## config.mk

```make
export PLATFORM = sky130hd
export DESIGN_NAME = jdap_port
export DESIGN_NICKNAME = d
export VERILOG_FILES = /design/src/logic/jdap_port.v
export VERILOG_INCLUDE_DIRS = /design/src /design/src/logic
export SDC_FILE = /design/constraint.sdc
export NUM_CORES = 1
export LEC_CHECK = 0
export ABC_AREA = 1
export ABC_CLOCK_PERIOD_IN_PS = 1800
export BUFFER_PORTS_ARGS = -buffer_cell sky130_fd_sc_hd__buf_2
export CELL_PAD_IN_SITES_DETAIL_PLACEMENT = 1
export CELL_PAD_IN_SITES_GLOBAL_PLACEMENT = 2
export CORE_MARGIN = 2
export CORE_UTILIZATION = 25
export DETAILED_ROUTE_END_ITERATION = 10
export PLACE_DENSITY = 0.65
export SYNTH_ARGS = -nofsm -noshare
export SYNTH_HDL_FRONTEND = slang
export SYNTH_SLANG_ARGS = --single-unit
```

## constraint.sdc

```tcl
create_clock -name core_clk -period 1.8 [get_ports core_clk]
set_clock_uncertainty 0.15 [all_clocks]
set_input_delay 0.09 -clock core_clk [delete_from_list [all_inputs] [get_ports core_clk]]
set_output_delay 0.09 -clock core_clk [all_outputs]
set_load 0.05 [all_outputs]
```

## src/logic/jdap_regs.vh

```
/*
  Constants for the test and debug access port: instruction codes and
  register widths, the identity word, and the debug event pulse length.
  Assumes it is included by its bare name from the design file.
*/
`ifndef JDAP_REGS_VH
`define JDAP_REGS_VH

// Instruction register width, capture pattern and codes.
`define JDAP_IR_W       4
`define JDAP_IR_CAPTURE 4'h1
`define JDAP_IR_IDCODE  4'h2
`define JDAP_IR_DEBUG   4'h7
`define JDAP_IR_BYPASS  4'hf

// Identity word; the value is arbitrary.
`define JDAP_IDCODE     32'h00000001
// Width of the debug command data register.
`define JDAP_DBG_W      8

// Debug event pulse length in core clock cycles.
`define JDAP_DE_CYCLES  2'h3

`endif

```

## src/logic/jdap_port.v

```verilog
/*
  Test access port with a small debug command register and the debug event
  pin logic. Every register runs on core_clk; the test clock is a pin that
  is synchronised and edge-detected, so the test clock must run well below
  half the core clock rate. Test reset is asynchronous in effect: it is
  synchronised but clears the controller without any test clock edge.
*/
// Overview of operation
// - Standard sixteen-state controller, instruction and data registers
// - Capture test data on test clock rise
// - Sample mode select on rise, advance
// - Drive data output only in shift states
// - Change data output only on falling edge
// - Test reset clears controller without clock edge
// - External debug event halts core, enters debug
// - Assert debug event three cycles on entry
// - Debug commands only through test port
`timescale 1ns/1ps
`include "jdap_regs.vh"

module jdap_port (
  // Core clock and synchronous chip reset.
  input  wire                   core_clk,
  input  wire                   sys_rst,
  // Test port pins.
  input  wire                   tck_pin,
  input  wire                   tms_pin,
  input  wire                   tdi_pin,
  input  wire                   trst_n_pin,
  output reg                    tdo_o,
  output reg                    tdo_oe,
  // Debug event pin, open drain and active low.
  input  wire                   debug_event_pin_i,
  output reg                    debug_event_pin_o,
  output reg                    debug_event_pin_oe,
  // Core handshake.
  output reg                    core_halt_req_q,
  input  wire                   core_halted,
  input  wire                   bkpt_hit,
  output reg                    dbg_mode_q,
  output reg  [`JDAP_DBG_W-1:0] dbg_cmd_q,
  output reg                    dbg_cmd_vld_q
);

  // One-hot codes of the sixteen test controller states.
  localparam [15:0] ST_RESET = 16'h0001;
  localparam [15:0] ST_IDLE  = 16'h0002;
  localparam [15:0] ST_SELDR = 16'h0004;
  localparam [15:0] ST_CAPDR = 16'h0008;
  localparam [15:0] ST_SHDR  = 16'h0010;
  localparam [15:0] ST_EX1DR = 16'h0020;
  localparam [15:0] ST_PADR  = 16'h0040;
  localparam [15:0] ST_EX2DR = 16'h0080;
  localparam [15:0] ST_UPDR  = 16'h0100;
  localparam [15:0] ST_SELIR = 16'h0200;
  localparam [15:0] ST_CAPIR = 16'h0400;
  localparam [15:0] ST_SHIR  = 16'h0800;
  localparam [15:0] ST_EX1IR = 16'h1000;
  localparam [15:0] ST_PAIR  = 16'h2000;
  localparam [15:0] ST_EX2IR = 16'h4000;
  localparam [15:0] ST_UPIR  = 16'h8000;

  // Two-stage synchronisers for every pin input.
  reg [1:0] tck_s, tms_s, tdi_s, trst_s, de_s;
  // Previous synchronised test clock, for edge detection.
  reg       tck_prev;
  // Controller state, one-hot.
  reg [15:0] st_q, st_d;
  // Instruction register and its shifter.
  reg [`JDAP_IR_W-1:0] ir_q, irsh_q;
  // Data shifters: bypass, identity and debug command.
  reg        byp_q;
  reg [31:0] id_q;
  reg [`JDAP_DBG_W-1:0] dbgsh_q;
  // Debug event pulse counter.
  reg [1:0]  de_cnt_q;
  // Core halt already seen, used to find the entry edge.
  reg        halted_prev;

  wire tck_rise = tck_s[1] & ~tck_prev;
  wire tck_fall = ~tck_s[1] & tck_prev;
  wire trst_n   = trst_s[1];
  wire tms      = tms_s[1];
  wire tdi      = tdi_s[1];

  // Returns the next state for a given state and mode select level.
  function [15:0] next_st;
    input [15:0] s;
    input        m;
    begin
      case (s)
        ST_RESET: next_st = m ? ST_RESET : ST_IDLE;
        ST_IDLE:  next_st = m ? ST_SELDR : ST_IDLE;
        ST_SELDR: next_st = m ? ST_SELIR : ST_CAPDR;
        ST_CAPDR: next_st = m ? ST_EX1DR : ST_SHDR;
        ST_SHDR:  next_st = m ? ST_EX1DR : ST_SHDR;
        ST_EX1DR: next_st = m ? ST_UPDR  : ST_PADR;
        ST_PADR:  next_st = m ? ST_EX2DR : ST_PADR;
        ST_EX2DR: next_st = m ? ST_UPDR  : ST_SHDR;
        ST_UPDR:  next_st = m ? ST_SELDR : ST_IDLE;
        ST_SELIR: next_st = m ? ST_RESET : ST_CAPIR;
        ST_CAPIR: next_st = m ? ST_EX1IR : ST_SHIR;
        ST_SHIR:  next_st = m ? ST_EX1IR : ST_SHIR;
        ST_EX1IR: next_st = m ? ST_UPIR  : ST_PAIR;
        ST_PAIR:  next_st = m ? ST_EX2IR : ST_PAIR;
        ST_EX2IR: next_st = m ? ST_UPIR  : ST_SHIR;
        ST_UPIR:  next_st = m ? ST_SELDR : ST_IDLE;
        // An illegal code falls back to the reset state.
        default:  next_st = ST_RESET;
      endcase
    end
  endfunction

  // Pins pass two flip-flops; reset values are the pull-up levels, except test clock and test reset, which reset low.
  always @(posedge core_clk) begin
    if (sys_rst) begin
      tck_s    <= 2'h0;
      tms_s    <= 2'h3;
      tdi_s    <= 2'h3;
      trst_s   <= 2'h0;
      de_s     <= 2'h3;
      tck_prev <= 1'b0;
    end else begin
      tck_s    <= {tck_s[0], tck_pin};
      tms_s    <= {tms_s[0], tms_pin};
      tdi_s    <= {tdi_s[0], tdi_pin};
      trst_s   <= {trst_s[0], trst_n_pin};
      de_s     <= {de_s[0], debug_event_pin_i};
      tck_prev <= tck_s[1];
    end
  end

  // Next controller state.
  always @* begin
    st_d = st_q;
    if (!trst_n) begin
      st_d = ST_RESET;
    end else if (tck_rise) begin
      st_d = next_st(st_q, tms);
    end
  end

  // Controller and shift registers; shifts and updates happen on test clock rise, but test reset and the reset state reload the instruction without one.
  always @(posedge core_clk) begin
    if (sys_rst) begin
      st_q    <= ST_RESET;
      ir_q    <= `JDAP_IR_IDCODE;
      irsh_q  <= {`JDAP_IR_W{1'b0}};
      byp_q   <= 1'b0;
      id_q    <= 32'h0;
      dbgsh_q <= {`JDAP_DBG_W{1'b0}};
      dbg_cmd_q     <= {`JDAP_DBG_W{1'b0}};
      dbg_cmd_vld_q <= 1'b0;
    end else begin
      st_q          <= st_d;
      dbg_cmd_vld_q <= 1'b0;
      if (!trst_n || (st_q == ST_RESET)) begin
        ir_q <= `JDAP_IR_IDCODE;
      end else if (tck_rise) begin
        case (st_q)
          ST_CAPIR: irsh_q <= `JDAP_IR_CAPTURE;
          ST_SHIR:  irsh_q <= {tdi, irsh_q[`JDAP_IR_W-1:1]};
          ST_UPIR:  ir_q   <= irsh_q;
          ST_CAPDR: begin
            byp_q   <= 1'b0;
            id_q    <= `JDAP_IDCODE;
            dbgsh_q <= {{(`JDAP_DBG_W-1){1'b0}}, dbg_mode_q};
          end
          ST_SHDR: begin
            byp_q   <= tdi;
            id_q    <= {tdi, id_q[31:1]};
            dbgsh_q <= {tdi, dbgsh_q[`JDAP_DBG_W-1:1]};
          end
          ST_UPDR: begin
            if (ir_q == `JDAP_IR_DEBUG) begin
              dbg_cmd_q     <= dbgsh_q;
              dbg_cmd_vld_q <= 1'b1;
            end
          end
          default: begin
          end
        endcase
      end
    end
  end

  // Serial output bit of the selected register.
  reg tdo_bit;
  always @* begin
    if (st_q == ST_SHIR) begin
      tdo_bit = irsh_q[0];
    end else if (ir_q == `JDAP_IR_IDCODE) begin
      tdo_bit = id_q[0];
    end else if (ir_q == `JDAP_IR_DEBUG) begin
      tdo_bit = dbgsh_q[0];
    end else begin
      tdo_bit = byp_q;
    end
  end

  // Data output is retimed to the falling edge so the host samples on rise.
  always @(posedge core_clk) begin
    if (sys_rst || !trst_n) begin
      tdo_o  <= 1'b0;
      tdo_oe <= 1'b0;
    end else if (tck_fall) begin
      tdo_o  <= tdo_bit;
      tdo_oe <= (st_q == ST_SHIR) || (st_q == ST_SHDR);
    end
  end

  // Debug mode entry and the three-cycle acknowledge on the event pin.
  // The pin is not driven back into its own input: the pulse is masked
  // from the request path while it is being driven.
  always @(posedge core_clk) begin
    if (sys_rst) begin
      core_halt_req_q    <= 1'b0;
      dbg_mode_q         <= 1'b0;
      halted_prev        <= 1'b0;
      de_cnt_q           <= 2'h0;
      debug_event_pin_o  <= 1'b0;
      debug_event_pin_oe <= 1'b0;
    end else begin
      halted_prev <= core_halted;
      dbg_mode_q  <= core_halted;
      // external event or breakpoint halts core
      // Our own acknowledge pulse still echoes out of the synchroniser for
      // two cycles after the drive ends; a halted core ignores requests, so
      // that echo cannot raise a stale request. A core that resumes within
      // those two cycles would see one, which is an accepted limitation.
      if (!core_halted && ((!de_s[1] && de_cnt_q == 2'h0) || bkpt_hit)) begin
        core_halt_req_q <= 1'b1;
      end else if (core_halted) begin
        core_halt_req_q <= 1'b0;
      end
      if (core_halted && !halted_prev) begin
        de_cnt_q           <= `JDAP_DE_CYCLES;
        debug_event_pin_oe <= 1'b1;
      end else if (de_cnt_q > 2'h1) begin
        de_cnt_q <= de_cnt_q - 2'h1;
      end else begin
        de_cnt_q           <= 2'h0;
        debug_event_pin_oe <= 1'b0;
      end
      debug_event_pin_o <= 1'b0;
    end
  end

endmodule // jdap_port

```

==> metrics.cfg <==
[placed_design]
dp_hpwl_um = 6706
place_ws_ps = -19.14
portBuffers = 22
gp_congestion = 0.8218

[route]
drt-total-wl_um = 9771
drc_errors = 0
antenna_left = 0
drt-vias-per-instance = 4.362
vias = 3228
avgRoutedWirePerCell_um = 13.20
drt-pass1-iter-count = 4
drt_iter0_markers = 121

[min_path]
hold_path_depth = 3
hp-start = sys_rst
worst_hold_path_type = in -> reg
min_to = id_q[5]

[timing]
rsz0062_at_grt = true
fin_crit_sh_pct = 99.19
hold_viol = 0
setup_ws_ps = 14.59
maxSlewViolCount = 0
setup_viol = 0
fmax_ghz = 0.5601
fin_crit_ps = 1785

[grt]
grt_use_met2_pct = 20.10
use_met3_pct = 2.277
busiest_layer = met2
grt_pass1_vias = 3135
grt_use_met1_pct = 17.75
grt_usage_pct = 13.00
grt_max_degree = 33
overflow = 0
grt_pass1_wl_um = 15130
antenna_found_initial = 0

[synthesis]
avgSynthCellArea_um2 = 7.452
syn_nets = 483
syn-instance-count = 474
synth_seq_cells = 84
synth_warnings = 0
seq_area_frac_synth_pct = 47.61
synthDistinctLibCells = 31
syn_area_mm2 = 0.003532

[clocking]
tritoncts = built
clock_sinks = 84
cts.clk_slew.worst_paths_ps = 60
cts_buffer_depth = 2
cts_buffers = 9
cts_root_buf = clkbuf_16
htree_levels = 3
clock_latency_ps = 340

[worst_setup_path]
cp_max_fo = 15
critPathArrivalTime_ps = 1900
crit_type = reg -> reg
end_kind = flip-flop
regToRegSetupSlack_ps = 10
r2r_end = id_q[6]
required_ps = 1920
worstReg2RegStart = st_q[8]
reg2reg_depth = 9
cp-start-kind = flip-flop

[outcome]
status = finished clean

[power_and_ir_drop]
power_w = 0.004028
power.density_mw_per_mm2 = 829.1
leakage_nw = 2.015
ir_worst_vdd_v = 0.0004187

[layout]
final_common_cell = nand2_1
nets = 565
fill_cells = 1668
layout-drive-gt1-share_pct = 31.25
ff_latch_area_mm2 = 0.001695
area_delta_synth_final_pct = 37.55
diodes = 0
multi_input_area_mm2 = 0.001730
final_cell_mix = nand2_1, dfxtp_1, nor2_1, buf_4, a21oi_1

[floorplanning]
ios = 24
die_h_um = 122.9
die_area_mm2 = 0.01510
die_x_um = 122.9
num_rows = 43
start_util_pct = 25.55
core_area_mm2 = 0.01383

[flow_run]
maxCapViolCount = 0

==> power by group <==
group | leakage [nW] | internal, W | total [W] | switching, W
Sequential | 0.685 | 0.00187 | 0.00188 | 0.00000924
Combinational | 1.18 | 0.0000455 | 0.000127 | 0.0000812
Clock | 0.151 | 0.00125 | 0.00202 | 0.000767
==> layer usage <==
metal,vias to the layer above,share of wire (%)
li1,1672,-
met5,-,0
met2,20,46
met1,1525,51
met3,11,1.6
met4,0,1.5
==> worst max path at each step <==
stage | start | to | cells past startpoint
final | st_q[8] | id_q[6] | 9
after global routing | st_q[8] | id_q[6] | 9
after CTS | st_q[0] | byp_q | 10
after detailed placement | st_q[12] | id_q[11] | 9
after global placement | st_q[9] | id_q[11] | 10
after floorplan | st_q[2] | id_q[25] | 9
==> cells by family (layout without fill, tap and decap cells) <==
| logic type | count (synthesis) | count (layout) | synth area share [%] |
|---|---|---|---|
| and+or+nand+nor | 254 | 254 | 32.66 |
| DFF | 84 | 84 | 47.61 |
| AOI/OAI and AO/OA | 79 | 79 | 12.43 |
| buffers and inverters | 56 | 142 | 7.191 |
| other | 1 | 1 | 0.1062 |
==> synthesized netlist by cell type, drive strengths merged <==
cell type	count	area share (%)
clkinv	2	0.21
a21oi	57	9.1
nand2b	1	0.18
nand3b	2	0.78
nor2	65	8.3
or2	8	1.4
nor3	8	1.3
nand2	146	17
o211ai	2	0.42
nand3	18	2.9
a31oi	1	0.18
conb	1	0.11
buf	9	2.2
clkbuf	8	0.85
nand4	6	1.1
inv	37	3.9
o21ai	19	2.7
dfxtp	84	48
==> critical path: stages, from the launching register on <==
cell and delay (ps):
dfxtp_2 340, nor2_4 130, nand2_4 90, nor2_4 180, buf_6 140, nand3b_4 70
nor2_4 210, buf_12 170, nand2_1 60, a21oi_1 150
==> through the flow <==
stage | hold WS, ps | std cells | cell area (µm²) | utilization (%) | TNS [ps]
6_report | 89.64 | 740 | 4858 | 35.14 | 0
5_1_grt | 132.6 | 740 | 4858 | 35.14 | -1574
4_1_cts | 90.47 | 725 | 4534 | 32.79 | 0
3_5_place_dp | 125.9 | 702 | 4120 | 29.80 | -55.75
3_3_place_gp | 125.0 | 702 | 4120 | 29.80 | 0
2_1_floorplan | 19.31 | 474 | 3532 | - | 0
==> sequential cells by signal, indices dropped and copies added, names as in the netlist, 4 cells and up <==
name       cells
irsh_q         4
ir_q           4
dbg_cmd_q      8
st_q          16
id_q          31
==> final cells by class <==
| cell class | instances | share of cell area (%) |
|---|---|---|
| Clock inverter | 5 | 1.725 |
| Clock buffer | 10 | 4.919 |
| Sequential cell | 84 | 34.90 |
| Multi-Input combinational cell | 334 | 35.62 |
| Timing Repair Buffer | 88 | 15.14 |
| Tap cell | 180 | 4.636 |
| Inverter | 39 | 3.065 |
==> timing repair <==
item | in CTS | in global routing
buffers inserted | 1 | 10
endpoints found under the hold margin | 10 | 0
pin swaps | 1 | 10
hold buffers | 7 | 0
gates resized for setup | 7 | 50
gates cloned | 0 | 5
endpoints found under the setup margin | 33 | 65
Note: power is estimated with default switching activity, not from simulation.
